===== src/adctrc_pkg.sv =====
`default_nettype none
package adctrc_pkg;

	localparam int NCONV = 2;

	// Byte offsets inside one converter's register window
	localparam logic [6:0] OFS_CTL1 = 7'h00;
	localparam logic [6:0] OFS_CTL2 = 7'h04;
	localparam logic [6:0] OFS_CTL3 = 7'h08;
	localparam logic [6:0] OFS_CTL4 = 7'h0c;
	localparam logic [6:0] OFS_CHAN = 7'h10;
	localparam logic [6:0] OFS_SCAN = 7'h14;
	// Global registers
	localparam logic [8:0] OFS_STS = 9'h100;
	localparam logic [8:0] OFS_MSK = 9'h104;
	// Address bits: global space, converter select, result buffer window
	localparam int GLOBAL_BIT = 8;
	localparam int INST_BIT   = 7;
	localparam int BUF_BIT    = 6;
	localparam int AW         = 9;

	// Control one fields
	localparam int CTL1_ON_BIT    = 15;
	localparam int CTL1_RES_BIT   = 10;
	localparam int CTL1_SRC_HI    = 7;
	localparam int CTL1_SRC_LO    = 5;
	localparam int CTL1_GRP_BIT   = 4;
	localparam int CTL1_START_BIT = 1;
	localparam int CTL1_BUSY_BIT  = 0;
	localparam logic [15:0] CTL1_WMASK = 16'hfffc;
	// Control two fields
	localparam int CTL2_SCAN_BIT = 10;
	localparam int CTL2_SMPI_LO  = 2;
	localparam int SMPI_W        = 5;
	// Control three / four fields
	localparam int CTL3_DIV_W    = 8;
	localparam int CTL4_DMA_BIT  = 8;

	localparam logic [15:0] CTL_RST  = 16'h0000;
	localparam logic [31:0] SCAN_RST = 32'h0000_0000;

	// Trigger source codes with the group bit clear
	localparam logic [2:0] SRC_MANUAL  = 3'h0;
	localparam logic [2:0] SRC_TMR3    = 3'h2;
	localparam logic [2:0] SRC_SEV_PRI = 3'h3;
	localparam logic [2:0] SRC_TMR5    = 3'h4;
	localparam logic [2:0] SRC_SEV_SEC = 3'h5;

	localparam int NPWM      = 7;
	localparam int RES_HI_W  = 12;
	localparam int RES_LO_W  = 10;
	localparam int CHAN_W    = 5;
	localparam int NSCAN     = 32;
	localparam int BUF_DEPTH = 16;
	localparam int BUF_AW    = 4;

	typedef enum logic {ST_IDLE, ST_CONV} adctrc_state_e;

	typedef struct packed {
		logic [CHAN_W-1:0]   chan;
		logic [RES_HI_W-1:0] data;
	} adctrc_result_s;

endpackage
`default_nettype wire


===== src/adctrc_result_mem.sv =====
`timescale 1ns/1ps
`default_nettype none
module adctrc_result_mem #(
	parameter int W     = 12,
	parameter int DEPTH = 16,
	parameter int MAW   = 4
) (
	input  wire logic           sys_clk_i,
	input  wire logic           we_i,
	input  wire logic [MAW-1:0] waddr_i,
	input  wire logic [W-1:0]   wdata_i,
	input  wire logic           re_i,
	input  wire logic [MAW-1:0] raddr_i,
	output logic      [W-1:0]   rdata_o
);

	logic [W-1:0] mem_r [DEPTH];

	always_ff @(posedge sys_clk_i)
	begin
		if (we_i)
			mem_r[waddr_i] <= wdata_i;
	end

	// Read data held between reads so the bus can pick it up a cycle later
	always_ff @(posedge sys_clk_i)
	begin
		if (re_i)
			rdata_o <= mem_r[raddr_i];
	end

endmodule
`default_nettype wire


===== src/adctrc_top.sv =====
`timescale 1ns/1ps
`default_nettype none
module adctrc_top
	import adctrc_pkg::*;
(
	input  wire logic                         sys_clk_i,
	input  wire logic                         srst_i,
	input  wire logic                         hsel_i,
	input  wire logic [31:0]                  haddr_i,
	input  wire logic [1:0]                   htrans_i,
	input  wire logic                         hwrite_i,
	input  wire logic [2:0]                   hsize_i,
	input  wire logic [31:0]                  hwdata_i,
	input  wire logic                         hready_i,
	output wire logic [31:0]                  hrdata_o,
	output wire logic                         hreadyout_o,
	output wire logic                         hresp_o,
	input  wire logic [NPWM-1:0]              pwm_gen_trig_i,
	input  wire logic                         pwm_sev_pri_i,
	input  wire logic                         pwm_sev_sec_i,
	input  wire logic                         tmr3_trig_i,
	input  wire logic                         tmr5_trig_i,
	input  wire logic [NCONV-1:0]             conv_done_i,
	input  wire logic [NCONV-1:0][RES_HI_W-1:0] conv_data_i,
	output wire logic [NCONV-1:0]             conv_start_o,
	output wire logic [NCONV-1:0]             conv_tick_o,
	output wire logic [NCONV-1:0]             conv_res12_o,
	output wire logic [NCONV-1:0][CHAN_W-1:0] conv_chan_o,
	output wire logic [NCONV-1:0]             dma_req_o,
	output wire adctrc_result_s [NCONV-1:0]   dma_res_o,
	output wire logic                         irq_o
);

	logic          wr_pend_r;
	logic          rd_pend_r;
	logic [AW-1:0] addr_r;
	logic          hready_r;
	logic [31:0]   hrdata_r;
	logic [NCONV-1:0] sts_r;
	logic [NCONV-1:0] msk_r;
	logic          irq_r;

	// Bus decode
	wire            accept   = hsel_i & htrans_i[1] & hready_i;
	wire            rd_take  = accept & ~hwrite_i;
	wire            wr_glob  = wr_pend_r & addr_r[GLOBAL_BIT];
	wire            wr_sts   = wr_glob & (addr_r == OFS_STS);
	wire            wr_msk   = wr_glob & (addr_r == OFS_MSK);
	wire [6:0]      loc_off  = addr_r[6:0];
	wire [BUF_AW-1:0] buf_raddr = haddr_i[BUF_AW+1:2];

	wire [NCONV-1:0]       grp_evt;
	wire [NCONV-1:0][31:0] rd_word;

	// Event set wins over a write-one-to-clear in the same cycle
	wire [NCONV-1:0] sts_clr = wr_sts ? hwdata_i[NCONV-1:0] : '0;
	wire [NCONV-1:0] sts_nxt = (sts_r & ~sts_clr) | grp_evt;
	wire [NCONV-1:0] msk_nxt = wr_msk ? hwdata_i[NCONV-1:0] : msk_r;

	wire [31:0] glob_word =
		(addr_r == OFS_STS) ? {{(32-NCONV){1'b0}}, sts_r} :
		(addr_r == OFS_MSK) ? {{(32-NCONV){1'b0}}, msk_r} : 32'h0000_0000;
	wire [31:0] rd_mux = addr_r[GLOBAL_BIT] ? glob_word
		: rd_word[addr_r[INST_BIT]];

	// Reads take one wait state so the buffer's registered data can land
	always_ff @(posedge sys_clk_i)
	begin
		if (srst_i)
		begin
			wr_pend_r <= 1'b0;
			rd_pend_r <= 1'b0;
			addr_r    <= '0;
			hready_r  <= 1'b1;
			hrdata_r  <= 32'h0000_0000;
		end
		else
		begin
			wr_pend_r <= accept & hwrite_i;
			rd_pend_r <= rd_take;
			if (accept)
				addr_r <= haddr_i[AW-1:0];
			hready_r <= ~rd_take;
			if (rd_pend_r)
				hrdata_r <= rd_mux;
		end
	end

	always_ff @(posedge sys_clk_i)
	begin
		if (srst_i)
		begin
			sts_r <= '0;
			msk_r <= '0;
			irq_r <= 1'b0;
		end
		else
		begin
			sts_r <= sts_nxt;
			msk_r <= msk_nxt;
			irq_r <= |(sts_nxt & msk_nxt);
		end
	end

	assign hrdata_o    = hrdata_r;
	assign hreadyout_o = hready_r;
	assign hresp_o     = 1'b0;
	assign irq_o       = irq_r;

	// Next selected channel above the current one, wrapping round
	function automatic logic [CHAN_W-1:0] scan_next(
		input logic [NSCAN-1:0]  sel,
		input logic [CHAN_W-1:0] cur
	);
		logic [CHAN_W-1:0] nxt;
		logic              found;
		logic [CHAN_W-1:0] idx;
		nxt   = cur;
		found = 1'b0;
		for (int k = 1; k <= NSCAN; k++)
		begin
			idx = cur + CHAN_W'(k);
			if (!found && sel[idx])
			begin
				nxt   = idx;
				found = 1'b1;
			end
		end
		return nxt;
	endfunction

	genvar g;
	generate
		for (g = 0; g < NCONV; g++)
		begin : conv
			logic [15:0]         ctl1_r;
			logic [15:0]         ctl2_r;
			logic [15:0]         ctl3_r;
			logic [15:0]         ctl4_r;
			logic [15:0]         chan_r;
			logic [NSCAN-1:0]    scan_r;
			adctrc_state_e       st_r;
			logic [CTL3_DIV_W-1:0] tad_cnt_r;
			logic                tick_r;
			logic                start_r;
			logic [CHAN_W-1:0]   cur_r;
			logic [SMPI_W-1:0]   cnt_r;
			logic                dma_req_r;
			adctrc_result_s      dma_res_r;
			logic [RES_HI_W-1:0] buf_rdata;

			// Only the first converter keeps the resolution bit
			localparam logic [15:0] WMASK = (g == 0) ? CTL1_WMASK
				: (CTL1_WMASK & ~(16'h0001 << CTL1_RES_BIT));

			wire wr_here = wr_pend_r & ~addr_r[GLOBAL_BIT]
				& (addr_r[INST_BIT] == 1'(g)) & ~addr_r[BUF_BIT];
			wire wr_ctl1 = wr_here & (loc_off == OFS_CTL1);
			wire wr_ctl2 = wr_here & (loc_off == OFS_CTL2);
			wire wr_ctl3 = wr_here & (loc_off == OFS_CTL3);
			wire wr_ctl4 = wr_here & (loc_off == OFS_CTL4);
			wire wr_chan = wr_here & (loc_off == OFS_CHAN);
			wire wr_scan = wr_here & (loc_off == OFS_SCAN) & (g == 0);

			wire       on      = ctl1_r[CTL1_ON_BIT];
			wire       grp_sel = ctl1_r[CTL1_GRP_BIT];
			wire [2:0] src     = ctl1_r[CTL1_SRC_HI:CTL1_SRC_LO];
			wire       res12   = (g == 0) & ctl1_r[CTL1_RES_BIT];
			wire       dma_en  = ctl4_r[CTL4_DMA_BIT];
			wire [SMPI_W-1:0] smpi =
				ctl2_r[CTL2_SMPI_LO+SMPI_W-1:CTL2_SMPI_LO];
			wire [CTL3_DIV_W-1:0] div = ctl3_r[CTL3_DIV_W-1:0];
			wire scan_en = (g == 0) & ctl2_r[CTL2_SCAN_BIT] & (|scan_r);
			wire soft_go = wr_ctl1 & hwdata_i[CTL1_START_BIT];
			wire busy    = (st_r == ST_CONV);

			// Trigger selection
			wire trig_pwm = (src != 3'h0)
				& pwm_gen_trig_i[3'(src - 3'h1)];
			wire trig_alt =
				(src == SRC_MANUAL)  ? soft_go :
				(src == SRC_TMR3)    ? tmr3_trig_i :
				(src == SRC_TMR5)    ? tmr5_trig_i :
				(src == SRC_SEV_PRI) ? pwm_sev_pri_i :
				(src == SRC_SEV_SEC) ? pwm_sev_sec_i : 1'b0;
			wire trig_hit = grp_sel ? trig_pwm : trig_alt;
			wire start_go = on & ~busy & trig_hit;

			// Buffer mode counts at most 16 samples; DMA mode up to 32
			wire [SMPI_W-1:0] limit = dma_en ? smpi
				: {1'b0, smpi[BUF_AW-1:0]};
			wire done_hit = busy & conv_done_i[g];
			wire grp_end  = done_hit & (cnt_r == limit);
			wire [RES_HI_W-1:0] result = res12 ? conv_data_i[g]
				: {{(RES_HI_W-RES_LO_W){1'b0}},
				   conv_data_i[g][RES_LO_W-1:0]};
			wire buf_we = done_hit & ~dma_en;
			wire buf_re = rd_take & ~haddr_i[GLOBAL_BIT]
				& (haddr_i[INST_BIT] == 1'(g)) & haddr_i[BUF_BIT];

			always_ff @(posedge sys_clk_i)
			begin
				if (srst_i)
				begin
					ctl1_r <= CTL_RST;
					ctl2_r <= CTL_RST;
					ctl3_r <= CTL_RST;
					ctl4_r <= CTL_RST;
					chan_r <= CTL_RST;
					scan_r <= SCAN_RST;
				end
				else
				begin
					if (wr_ctl1)
						ctl1_r <= hwdata_i[15:0] & WMASK;
					if (wr_ctl2)
						ctl2_r <= hwdata_i[15:0];
					if (wr_ctl3)
						ctl3_r <= hwdata_i[15:0];
					if (wr_ctl4)
						ctl4_r <= hwdata_i[15:0];
					if (wr_chan)
						chan_r <= hwdata_i[15:0];
					if (wr_scan)
						scan_r <= hwdata_i[NSCAN-1:0];
				end
			end

			// Conversion clock: one tick every div+1 cycles
			always_ff @(posedge sys_clk_i)
			begin
				if (srst_i || !on)
				begin
					tad_cnt_r <= '0;
					tick_r    <= 1'b0;
				end
				else
				begin
					tick_r    <= (tad_cnt_r == div);
					tad_cnt_r <= (tad_cnt_r == div) ? '0
						: tad_cnt_r + 1'b1;
				end
			end

			always_ff @(posedge sys_clk_i)
			begin
				if (srst_i)
				begin
					st_r    <= ST_IDLE;
					start_r <= 1'b0;
				end
				else
				begin
					start_r <= start_go;
					unique case (st_r)
						ST_IDLE:
							if (start_go)
								st_r <= ST_CONV;
						ST_CONV:
							if (conv_done_i[g] || !on)
								st_r <= ST_IDLE;
					endcase
				end
			end

			// Switching storage mode restarts the sample count
			always_ff @(posedge sys_clk_i)
			begin
				if (srst_i || !on || wr_ctl4)
					cnt_r <= '0;
				else if (done_hit)
					cnt_r <= grp_end ? '0 : cnt_r + 1'b1;
			end

			always_ff @(posedge sys_clk_i)
			begin
				if (srst_i)
					cur_r <= '0;
				else if (!scan_en)
					cur_r <= chan_r[CHAN_W-1:0];
				else if (done_hit || !scan_r[cur_r])
					cur_r <= scan_next(scan_r, cur_r);
			end

			// No buffering toward DMA: the controller must take each pulse
			always_ff @(posedge sys_clk_i)
			begin
				if (srst_i)
				begin
					dma_req_r <= 1'b0;
					dma_res_r <= '0;
				end
				else
				begin
					dma_req_r <= done_hit & dma_en;
					if (done_hit & dma_en)
						dma_res_r <= '{chan: cur_r, data: result};
				end
			end

			adctrc_result_mem #(
				.W     (RES_HI_W),
				.DEPTH (BUF_DEPTH),
				.MAW   (BUF_AW)
			) u_buf (
				.sys_clk_i (sys_clk_i),
				.we_i      (buf_we),
				.waddr_i   (cnt_r[BUF_AW-1:0]),
				.wdata_i   (result),
				.re_i      (buf_re),
				.raddr_i   (buf_raddr),
				.rdata_o   (buf_rdata)
			);

			assign rd_word[g] =
				addr_r[BUF_BIT] ? {20'h00000, buf_rdata} :
				(loc_off == OFS_CTL1) ? {16'h0000,
					ctl1_r[15:1], busy} :
				(loc_off == OFS_CTL2) ? {16'h0000, ctl2_r} :
				(loc_off == OFS_CTL3) ? {16'h0000, ctl3_r} :
				(loc_off == OFS_CTL4) ? {16'h0000, ctl4_r} :
				(loc_off == OFS_CHAN) ? {16'h0000, chan_r} :
				(loc_off == OFS_SCAN) ? scan_r : 32'h0000_0000;

			assign grp_evt[g]      = grp_end;
			assign conv_start_o[g] = start_r;
			assign conv_tick_o[g]  = tick_r;
			assign conv_chan_o[g]  = cur_r;
			assign dma_req_o[g]    = dma_req_r;
			assign dma_res_o[g]    = dma_res_r;
		end
	endgenerate

	// Resolution pin taken from a flop per converter
	logic [NCONV-1:0] res12_r;
	always_ff @(posedge sys_clk_i)
	begin
		if (srst_i)
			res12_r <= '0;
		else
			res12_r <= {1'b0, conv[0].ctl1_r[CTL1_RES_BIT]};
	end
	assign conv_res12_o = res12_r;

endmodule
`default_nettype wire


===== config.mk =====
export PLATFORM = sky130hd
export DESIGN_NAME = adctrc_top
export DESIGN_NICKNAME = d
export VERILOG_FILES = /design/src/adctrc_pkg.sv /design/src/adctrc_result_mem.sv /design/src/adctrc_top.sv
export SDC_FILE = /design/constraint.sdc
export NUM_CORES = 1
export LEC_CHECK = 0
export BUFFER_PORTS_ARGS = -buffer_cell sky130_fd_sc_hd__buf_4
export CORE_MARGIN = 4
export CORE_UTILIZATION = 60
export DETAILED_ROUTE_END_ITERATION = 12
export GPL_ROUTABILITY_DRIVEN = 0
export PLACE_DENSITY_LB_ADDON = 0.08
export SYNTH_ARGS = -nofsm -noshare
export SYNTH_HDL_FRONTEND = slang
export SYNTH_HIERARCHICAL = 1
export SYNTH_SLANG_ARGS = --single-unit
export TNS_END_PERCENT = 20

===== constraint.sdc =====
create_clock -name sys_clk_i -period 8.42 [get_ports sys_clk_i]
set_input_delay 0.842 -clock sys_clk_i [delete_from_list [all_inputs] [get_ports sys_clk_i]]
set_output_delay 0.842 -clock sys_clk_i [all_outputs]
set_load 0.02 [all_outputs]

==> Word-level counts from Yosys, hierarchy flattened <==
Memory sizes are Yosys's and may differ from the RTL's. A register that Yosys moved wholly into a read port is not among the register bits.
Index checks and enable logic that the tools add are counted.
Widths: inputs -> output; s select.
{ "word_totals": {"output_inout_bits": 87, "latch_bits": 0, "wordCells": 551, "ff_bits": 326, "mem_count": 2, "ram_bits": 352, "mem_bits_ro": 0} }
{ "op_classes": {"muxes": 273, "n_eq_ne": 22, "n_bitwise": 60, "multipliers": 0, "shifts": 0, "div_mod_pow": 0, "order_cmp": 35, "n_addsub": 37, "reduce_logical": 82} }
{ "mem_list": {"columns": ["name", "depth", "width", "read_ports", "rd_clocked_by_memory_dff", "write_ports", "line", "source"], "rows": [
  ["conv[0].u_buf.mem_r", 16, 12, 1, 1, 1, "adctrc_result_mem.sv:17", "logic [W-1:0] mem_r [DEPTH];"],
  ["conv[1].u_buf.mem_r", 16, 10, 1, 1, 1, "adctrc_result_mem.sv:17", null]
]} }
{ "ops": {"columns": ["cell", "count"], "rows": [
  ["$mux 32", 10],
  ["$lt 5x6->1 const B", 32],
  ["$mux 5", 38],
  ["$mux 1", 178],
  ["$bmux 1 s5", 32],
  ["$mux 16", 6],
  ["$add 5x5->5 const B", 16],
  ["$and 1x1->1", 45],
  ["$add 5x4->5 const B", 8],
  ["$logic_not 1->1", 34],
  ["$ne 32x1->1 const B", 1],
  ["$reduce_or 32->1", 1],
  ["$logic_and 1x1->1", 31],
  ["$add 5x3->5 const B", 4],
  ["$eq 9x9->1 const B", 2],
  ["$add 8x1->8 const B", 2],
  ["$eq 8x8->1", 2],
  ["$add 5x1->5 const B", 3],
  ["$eq 7x4->1 const B", 2],
  ["$eq 7x5->1 const B", 2],
  ["$eq 3x2->1 const B", 4],
  ["$eq 3x3->1 const B", 4],
  ["$mux 12", 1],
  ["$not 1->1", 11],
  ["other kinds (20)", 40]
]} }

==> Logic depth before layout (Yosys ltp) <==
Gate-level depths: netlist of the first run.
{ "logic_depth": {"depth_word": 192, "depth_mapped": 23, "depth_no_buf": 15} }

==> Hierarchy <==
Netlist of the first run, hierarchy kept.
{ "by_module_without_submodules": {"columns": ["mod", "n_inst", "seq_area_each_um2", "area_per_inst_um2", "cells_each"], "rows": [
  ["adctrc_top", 1, 6266.0, 19073.3, 2339],
  ["adctrc_result_mem", 2, 6125.9, 7719.9, 329]
]} }

==> Worst setup path after synthesis of the first run <==
No wires, ideal clock.
{ "synth_path": {"path_type": "register to register", "start": "register conv[0].cur_r[0]", "end": "register conv[0].cur_r[2]", "slack_ns": 2.521, "path_stages_with_launch": 22, "n_path_buf": 7, "arrival_ns": 5.759, "cell_sequence": "dfxtp_1 > buf_6 > buf_2 > buf_2 > buf_4 > inv_1 > ha_1 > buf_2 > buf_2 > mux4_1 > mux4_1 > mux2i_4 > nand4_4 > or4_4 > or4_1 > buf_4 > nor4_4 > a221oi_1 > a21oi_1 > a21oi_1 > o211ai_2 > a311oi_2"} }
{ "synth_between": {"elab_chain_cells": 191} }
{ "synth_lines": {"columns": ["item", "line", "source"], "rows": [
  ["start: declaration", "adctrc_top.sv:146", "logic [CHAN_W-1:0] cur_r;"],
  ["start signal: assignment", "adctrc_top.sv:280", "cur_r <= chan_r[CHAN_W-1:0];"],
  ["start signal: assignment", "adctrc_top.sv:282", "cur_r <= scan_next(scan_r, cur_r);"],
  ["$add 5x1->5", "adctrc_top.sv:122", "idx = cur + CHAN_W'(k);"],
  ["$bmux 1 s5", "adctrc_top.sv:123", "if (!found && sel[idx])"],
  ["$mux 1 (not written as such)", "adctrc_top.sv:123", null],
  ["$mux 1", "adctrc_top.sv:123", null],
  ["$mux 1", "adctrc_top.sv:281", "else if (done_hit || !scan_r[cur_r])"],
  ["$mux 1", "adctrc_top.sv:279", "else if (!scan_en)"],
  ["$mux 1", "adctrc_top.sv:277", "if (srst_i)"],
  ["$logic_not 1->1", "adctrc_top.sv:123", null],
  ["[175 not listed]", null, null],
  ["$mux 1", "adctrc_top.sv:123", null],
  ["$mux 1", "adctrc_top.sv:281", null],
  ["$mux 1", "adctrc_top.sv:279", null],
  ["$mux 1", "adctrc_top.sv:277", null],
  ["$logic_not 1->1", "adctrc_top.sv:123", null],
  ["$logic_and 1x1->1", "adctrc_top.sv:123", null],
  ["$ne 2x2->1 (no source line)", null, null],
  ["$reduce_and 3->1 (no source line)", null, null]
]} }
Several ways; a longest one is shown, not always the timed one. The select of a mux whose other input is x is not followed.
A chain may end at the register's enable or synchronous reset.

==> Worst setup path after layout of the first run <==
{ "layout_path": {"start": "register conv[0].cur_r[1]", "end": "register conv[0].cur_r[2]"} }
Same word-level chain as after synthesis.

==> Implementation_results.wiki, run 1 <==
{| class="wikitable"
! Metric !! Value
|-
| Area share of fa/ha/maj cells after synthesis || 0.979%
|-
| Post-synth cell types || 93
|-
| Post-synthesis cell type with the largest combined area || edfxtp_1
|-
| Number of max-slew violations in the final report || 0
|-
| Clock Pin Slew Worst Setup and Hold Paths || 0.06 ns
|-
| Buffer type at the clock tree root || clkbuf_16
|-
| GRT Total Usage || 32.1%
|-
| Main area contributors after synthesis || edfxtp_1 (35%), dfxtp_1 (18%), mux4_2 (8.3%), nand2_1 (6.6%), a21oi_1 (4.6%)
|-
| Max IR drop VDD || 0.200 mV
|-
| Wire length per cell || 25.2 µm
|-
| Number of CTS-inserted buffers || 74
|-
| Initial Utilization || 60.9%
|-
| Transition time at the pin with the least slew margin || 1.33 ns
|-
| Area share of the largest cell type after synthesis || 35.5%
|-
| Initial DRT Pass Iterations || 9
|-
| Commonest non-fill, non-tap cells in the layout || nand2_1 (609), edfxtp_1 (408), a21oi_1 (316)
|-
| Hold/Removal Path Class || register to register
|-
| Worst slack at placement || 2.16 ns
|-
| Final Cycle Share || 77.5%
|-
| Data required time at the worst endpoint || 8.90 ns
|-
| Antenna violations before repair || 5
|-
| Setup violators final || 0
|-
| Ys async rst share || 0%
|-
| Signal arrival time at the worst endpoint || 7.00 ns
|-
| Via total after detailed routing || 26,100
|-
| Placement Rows || 87
|-
| First-pass GRT wire length || 151,000 µm
|-
| Resize count post-CTS || 0
|-
| Highest achievable clock rate || 0.153 GHz
|-
| Worst R2R Path Depth || 14
|-
| Xor/xnor share of the synthesized area || 2.00%
|-
| Worst-case register-to-register setup slack || 1.90 ns
|-
| Die X || 248 µm
|-
| Proportion of synthesized chip area in sequential cells || 53.7%
|-
| Critical path type || register to register
|-
| Count of pins on the block boundary || 198
|-
| Synth Cell Area || 34,500 µm²
|-
| Number of levels in the clock H-tree || 3
|-
| Kind of end point of the critical path || register
|-
| Clock tree from TritonCTS || done
|-
| Hold buffer count at CTS || 0
|-
| Clock Skew || 0.0319 ns
|-
| Number of stages on the worst hold path || 2
|-
| Power density relative to cell area || 186 nW/µm²
|-
| Number of enable-type register cells in the synthesized netlist || 408
|-
| Mux cell area share after synthesis || 16.1%
|-
| Final sum of negative setup slack || 0 ns
|-
| Area fraction in and, or, nand and nor cells after synthesis || 12.9%
|-
| Share of the synthesized area in compound gates (AO/OA/AOI/OAI) || 11.3%
|-
| ANT nets after route || 0
|-
| Number of DRC markers after the initial detailed-route iteration || 3,352
|-
| Hold path startpoint || conv[1].ctl3_r[13]
|-
| Final Core Density || 68.6%
|-
| Number of I/O port buffers || 164
|-
| Area grow syn2layout || 12.7%
|-
| Final min period || 6.52 ns
|-
| Cell count after synthesis || 2,997
|-
| Average size of a mapped cell || 11.5 µm²
|-
| Number of global-route vias before repair || 25,200
|-
| Hold Path End || conv[1].ctl3_r[13]
|-
| Max Cap Viol || 0
|-
| Final critical-path setup slack || 1.90 ns
|-
| Clock insertion delay at the later pin of the skew report || 0.63 ns
|-
| Most common library cell in the layout ignoring fill and taps || nand2_1
|-
| Largest family of logic cells by synthesized area || multiplexers
|-
| Area of the die || 61,400 µm²
|-
| Type of origin of the critical path || register
|-
| Clock net sink count || 721
|-
| RSZ-0062 raised after global routing || no
|-
| Remaining max-slew budget at the tightest pin || 10.8%
|-
| Remaining global-route overflow || 0
|-
| Die H || 248 µm
|-
| Filler Cell Count || 4,120
|-
| Post-CTS setup buffer count || 0
|-
| Synth Warn # || 6
|-
| FF-to-FF Start || conv[0].cur_r[1]
|-
| Maximum clock path buffer count || 3
|-
| Placeable core region || 56,700 µm²
|-
| Result of the run || finished clean
|-
| NumNets Final || 3,274
|-
| Leakage Power || 13.4 nW
|-
| Via density per instance || 6.60
|-
| Final Routed Wirelength || 99,800 µm
|-
| Hold Slack || 0.454 ns
|-
| Capturing point of the worst reg2reg path || conv[0].cur_r[2]
|-
| Share of post-route cells with drive strength above 1 || 17.0%
|-
| Detailed placement HPWL || 65,300 µm
|-
| Final hold violation count || 0
|-
| Maximum number of pins on one net before global-route repair || 114
|-
| FF+latch count, synth || 721
|-
| Max Fanout on Critical Path || 44
|-
| Drc violations || 0
|-
| Synth Flop Type || edfxtp_1
|}
[sequential cells by signal (all words and copies together), names as in the netlist, 2 cells and up]
register,count
conv.tad_cnt_r,16
conv.ctl3_r,32
conv.ctl1_r,27
conv.tick_r,2
sts_r,2
dma_res_o,32
msk_r,2
hrdata_o,32
conv.u_buf/rdata_o,24
conv.u_buf/mem_r,384
conv.busy,2
conv.start_r,2
addr_r,9
conv.ctl4_r,32
conv.chan_r,32
conv.cnt_r,10
conv.dma_req_r,2
conv.ctl2_r,32
conv.scan_r,32
conv.cur_r,10
[cell type report]
type	count	area, µm²	area share [%]
Antenna cell	3	7.51	0.0193
Clock buffer	106	2100	5.41
Clock inverter	29	338	0.868
Inverter	25	93.8	0.241
Multi-Input combinational cell	2084	15200	39.0
Sequential cell	721	18500	47.6
Tap cell	756	946	2.43
Timing Repair Buffer	230	1740	4.47
[through the flow]
| step | instances | area [µm²] | power [mW] |
|---|---|---|---|
| after floorplan | 3032 | 34600 | 3.96 |
| after detailed placement | 3816 | 36500 | 4.07 |
| after global placement | 3816 | 36500 | 4.07 |
| after global routing | 3953 | 38900 | 7.47 |
| after CTS | 3951 | 38900 | 7.30 |
| final | 3954 | 38900 | 7.26 |
[kinds of logic (layout without fill, tap and decap cells)]
logic type                 Yosys count  count (layout)
xor gates and xnor gates            79              79
and+or+nand+nor                   1015            1015
muxes                              303             303
DFF                                721             721
buffers and inverters              227             390
adders and majority gates           27              27
other                                1              39
AOI/OAI and AO/OA                  624             624
[layer usage]
layer / vias up / track usage (%) / share of wire, %
met1: 12700 / 44.4 / 39
met2: 1595 / 50.3 / 46
met3: 319 / 6.89 / 11
met5: - / 0 / 0.010
met4: 2 / 12.8 / 4.1
li1: 11500 / - / -
[worst max path at each step]
stage / from / end / slack, ns / depth (start not counted)
floorplan: conv[0].cur_r[0] / conv[0].cur_r[2] / 2.52 / 21
global placement: conv[0].cur_r[1] / conv[0].cur_r[2] / 2.23 / 14
detailed placement: conv[0].cur_r[1] / conv[0].cur_r[2] / 2.16 / 14
CTS: conv[0].cur_r[1] / conv[0].cur_r[2] / 2.12 / 14
global route: conv[0].cur_r[1] / conv[0].cur_r[2] / 1.73 / 14
finish: conv[0].cur_r[1] / conv[0].cur_r[2] / 1.90 / 14
[power by group]
group	leakage, nW	switching [mW]	internal, mW	total, mW
registers	6.19	0.00452	3.72	3.72
clock network	1.19	1.39	1.86	3.25
logic	6.05	0.187	0.0961	0.283
total	13.4	1.58	5.67	7.26
[critical path, cell delays in order, from the launching register on]
cell      delay [ns]
dfxtp_2         0.32
buf_4           0.53
ha_1            0.56
xor2_1          0.89
mux4_2          0.67
mux2i_1         0.55
nand4_1         0.24
or4_4           0.62
or4_1           0.75
nor4_4          0.50
a221oi_1        0.15
a21oi_1         0.23
a21oi_1         0.08
o211ai_2        0.14
a311oi_2        0.11
[synthesized netlist by cell type (all sizes together), types with 14 or more instances]
cell type	n
a221oi	14
inv	24
ha	27
a21oi	316
nand2b	18
edfxtp	408
nor4	31
nor2	163
mux2i	89
nand4	21
and3	22
clkbuf	151
o211ai	16
mux2	33
o21ai	52
buf	51
and2	22
a31oi	15
a22oi	92
xnor2	35
nor3	35
mux4	181
nand3	41
a211oi	14
nand2	609
xor2	44
dfxtp	313
nor2b	18
No activity file was read; power rests on OpenSTA's default activity.
==> run 2: changes to the inputs <==
--- a/config.mk
+++ b/config.mk
@@ -5,9 +5,10 @@
 export SDC_FILE = /design/constraint.sdc
 export NUM_CORES = 1
 export LEC_CHECK = 0
+export ABC_AREA = 1
 export BUFFER_PORTS_ARGS = -buffer_cell sky130_fd_sc_hd__buf_4
 export CORE_MARGIN = 4
-export CORE_UTILIZATION = 60
+export CORE_UTILIZATION = 56
 export DETAILED_ROUTE_END_ITERATION = 12
 export GPL_ROUTABILITY_DRIVEN = 0
 export PLACE_DENSITY_LB_ADDON = 0.08
==> constraint.sdc (replaced) <==
create_clock -name sys_clk_i -period 5.63 [get_ports sys_clk_i]
set_input_delay 0.563 -clock sys_clk_i [delete_from_list [all_inputs] [get_ports sys_clk_i]]
set_output_delay 0.563 -clock sys_clk_i [all_outputs]
set_load 0.02 [all_outputs]
==> Implementation_results.wiki, run 2 <==
{| class="wikitable"
! Metric !! Value
|-
| Result of the run || finished clean
|-
| Initial DRT Pass Iterations || 6 (-3)
|-
| Maximum number of pins on one net before global-route repair || 216 (+89%)
|-
| Count of pins on the block boundary || 198 (unchanged)
|-
| Detailed placement HPWL || 66,100 µm (+1.3%)
|-
| Post-synth top cells || nand2_1 (979), inv_1 (557), nand3_1 (511), nor2_1 (417), edfxtp_1 (408)
|-
| Clock Pin Slew Worst Setup and Hold Paths || 0.06 ns (about the same)
|-
| Leakage Power || 17.1 nW (+27%)
|-
| Final critical-path setup slack || 0.430 ns (-1.47 ns)
|-
| Hold/Removal Path Class || input pin to register
|-
| Proportion of synthesized chip area in sequential cells || 53.1% (-0.54 points)
|-
| Transition time at the pin with the least slew margin || 1.24 ns (-0.0892 ns)
|-
| Area of the die || 66,300 µm² (+8.0%)
|-
| Critical path's largest stage delay || 0.67 ns (-0.22 ns)
|-
| Data required time at the worst endpoint || 6.12 ns (-2.78 ns)
|-
| Wire length per cell || 18.8 µm (-26%)
|-
| Post-synth cell types || 58 (-38%)
|-
| Commonest non-fill, non-tap cells in the layout || nand2_1 (979), inv_1 (556), nand3_1 (511)
|-
| RSZ-0062 raised after global routing || no
|-
| Die X || 258 µm (+3.9%)
|-
| Hold Path End || rd_pend_r
|-
| Final min period || 5.20 ns (-1.32 ns)
|-
| Via total after detailed routing || 29,600 (+14%)
|-
| Signal arrival time at the worst endpoint || 5.69 ns (-1.31 ns)
|-
| Max IR drop VDD || 0.246 mV (+23%)
|-
| Placeable core region || 61,700 µm² (+8.8%)
|-
| Most used cell, CP || nor2_4
|-
| Highest achievable clock rate || 0.192 GHz (+25%)
|-
| FF-to-FF Start || conv[0].cur_r[2]
|-
| Cell count after synthesis || 4,297 (+43%)
|-
| Register with the most flip-flops || conv.u_buf/mem_r
|-
| Clock net sink count || 721 (unchanged)
|-
| Die H || 258 µm (+3.9%)
|-
| Clock tree from TritonCTS || done
|-
| Ys async rst share || 0% (unchanged)
|-
| Synth Flop Type || edfxtp_1
|-
| Number of stages on the worst hold path || 2 (unchanged)
|-
| Worst R2R Path Depth || 37 (+23)
|-
| Placement Rows || 91 (+4.6%)
|-
| Clock Skew || 0.0197 ns (-0.0123 ns)
|-
| Maximum clock path buffer count || 3 (unchanged)
|-
| Type of origin of the critical path || register
|-
| Remaining max-slew budget at the tightest pin || 17.3% (+6.4 points)
|-
| Final Routed Wirelength || 100,000 µm (+0.23%)
|-
| Most common library cell in the layout ignoring fill and taps || nand2_1
|-
| Antenna violations before repair || 0 (-5)
|-
| Number of CTS-inserted buffers || 76 (+2.7%)
|-
| Number of I/O port buffers || 164 (unchanged)
|-
| Hold path startpoint || hwrite_i
|-
| Cell family with the largest share of critical-path delay || simple AND/OR/NAND/NOR gates
|-
| Average size of a mapped cell || 8.11 µm² (-30%)
|-
| Synth Cell Area || 34,900 µm² (+1.0%)
|-
| Number of levels in the clock H-tree || 3 (unchanged)
|-
| # diodes || 0 (-3)
|-
| Synth Warn # || 6 (unchanged)
|-
| NumNets Final || 4,574 (+40%)
|-
| Worst-case register-to-register setup slack || 0.43 ns (-1.47 ns)
|-
| Number of DRC markers after the initial detailed-route iteration || 3,233 (-3.6%)
|-
| ANT nets after route || 0 (unchanged)
|-
| First-pass GRT wire length || 153,000 µm (+1.6%)
|-
| Max Fanout on Critical Path || 12 (-73%)
|-
| GRT Total Usage || 29.3% (-2.9 points)
|-
| Multi-input gate area || 13,200 µm² (-13%)
|-
| Final sum of negative setup slack || 0 ns (unchanged)
|-
| Final hold violation count || 0 (unchanged)
|-
| Main area contributors after synthesis || edfxtp_1 (35%), dfxtp_1 (18%), nand2_1 (11%), nand3_1 (7.3%), inv_1 (6.0%)
|-
| Capturing point of the worst reg2reg path || conv[0].cur_r[3]
|-
| Critical path buffer and inverter count || 3 (+2)
|-
| Kind of end point of the critical path || register
|-
| Max reg flops || 384 (unchanged)
|-
| Clock insertion delay at the later pin of the skew report || 0.63 ns (about the same)
|-
| Hold buffer count at CTS || 0 (unchanged)
|-
| Initial Utilization || 56.5% (-4.4 points)
|-
| Via density per instance || 5.55 (-16%)
|-
| Number of global-route vias before repair || 26,800 (+6.3%)
|-
| Number of enable-type register cells in the synthesized netlist || 408 (unchanged)
|-
| Number of max-slew violations in the final report || 0 (unchanged)
|-
| Register cell area after layout || 18,500 µm² (about the same)
|-
| Final Cycle Share || 92.4% (+15 points)
|-
| Share of post-route cells with drive strength above 1 || 9.39% (-7.6 points)
|-
| Setup violators final || 0 (unchanged)
|-
| FF+latch count, synth || 721 (unchanged)
|-
| Drc violations || 0 (unchanged)
|-
| Max stage delay cell, worst path || xnor2_1
|-
| Hold Slack || 0.160 ns (-0.294 ns)
|-
| Power density relative to cell area || 287 nW/µm² (+54%)
|-
| Filler Cell Count || 5,404 (+31%)
|-
| Remaining global-route overflow || 0 (unchanged)
|-
| Critical path type || register to register
|-
| Max Cap Viol || 0 (unchanged)
|-
| Most frequently used cell type in the post-synthesis netlist || nand2_1
|-
| Area grow syn2layout || 13.2%
|-
| Worst slack at placement || 0.361 ns (-1.80 ns)
|-
| Post-synthesis cell type with the largest combined area || edfxtp_1
|-
| Buffer type at the clock tree root || clkbuf_16
|-
| Area share of the largest cell type after synthesis || 35.1% (-0.36 points)
|}
## run 2: where the power goes
group          internal [mW]  total [mW]  switching, mW
combinational          0.173       0.625          0.452
clock                   3.07        5.14           2.07
sequential              5.56        5.57        0.00881
total                   8.80        11.3           2.54
## run 2: worst max-delay path by stage
stage                                start          endpoint  slack, ns  depth (start not counted)
final                     conv[0].cur_r[2]  conv[0].cur_r[3]       0.43                         37
after floorplan           conv[0].cur_r[2]  conv[0].cur_r[2]       0.68                         42
after detailed placement  conv[0].cur_r[2]  conv[0].cur_r[3]       0.36                         39
after global placement    conv[0].cur_r[2]  conv[0].cur_r[3]       0.45                         39
after CTS                 conv[0].cur_r[2]  conv[0].cur_r[3]       0.35                         39
after global routing      conv[0].cur_r[1]  conv[0].cur_r[2]      0.004                         40
## run 2: stage by stage
stage	utilization [%]	total power, mW	instance area, µm²	instances
after global routing	64.0	11.7	39500	5332
after detailed placement	59.7	6.30	36900	5192
final	64.0	11.3	39500	5332
after CTS	63.9	11.4	39400	5329
after global placement	59.7	6.29	36900	5192
after floorplan	-	6.06	35000	4332
## run 2: per-layer routing
layer / up-vias / routed length (µm) / global-route usage, %
met5: - / 0 / 0
met1: 13800 / 42800 / 41.8
met4: 0 / 3300 / 9.53
met3: 205 / 8690 / 4.38
met2: 1298 / 45300 / 46.2
li1: 14400 / - / -
## run 2: what timing repair did
| item | 4_1_cts | 5_1_grt |
|---|---|---|
| endpoints found under the setup margin | 0 | 5 |
| setup buffers | 0 | 2 |
| resized for setup | 0 | 8 |
## run 2: layout make-up
cell class | count | area share [%]
Clock inverter | 31 | 1.13
Timing Repair inverter | 1 | 0.0127
Tap cell | 837 | 2.65
Multi-Input combinational cell | 2809 | 33.6
Inverter | 578 | 5.52
Clock buffer | 106 | 5.38
Sequential cell | 721 | 46.9
Timing Repair Buffer | 249 | 4.81
## run 2: cell families (layout without fill, tap and decap cells)
kind of cell | after synthesis | count (layout) | synth area share, %
adders and majority gates | 27 | 27 | 0.969
buffers and inverters | 802 | 965 | 9.36
muxes | 1 | 1 | 0.0287
and+or+nand+nor | 2012 | 2012 | 24.5
DFF | 721 | 721 | 53.1
xor gates and xnor gates | 50 | 50 | 1.30
AOI/OAI and AO/OA | 683 | 683 | 10.7
other | 1 | 36 | 0.0108
## run 2: worst reg2reg max path: cells and delay by family, from the launching register on
family	cells	cell delay [ns]
compound gates	2	0.15
flops	1	0.41
fa+ha+maj	1	0.24
simple gates	30	3.42
xor+xnor	1	0.67
buf+inv	3	0.21
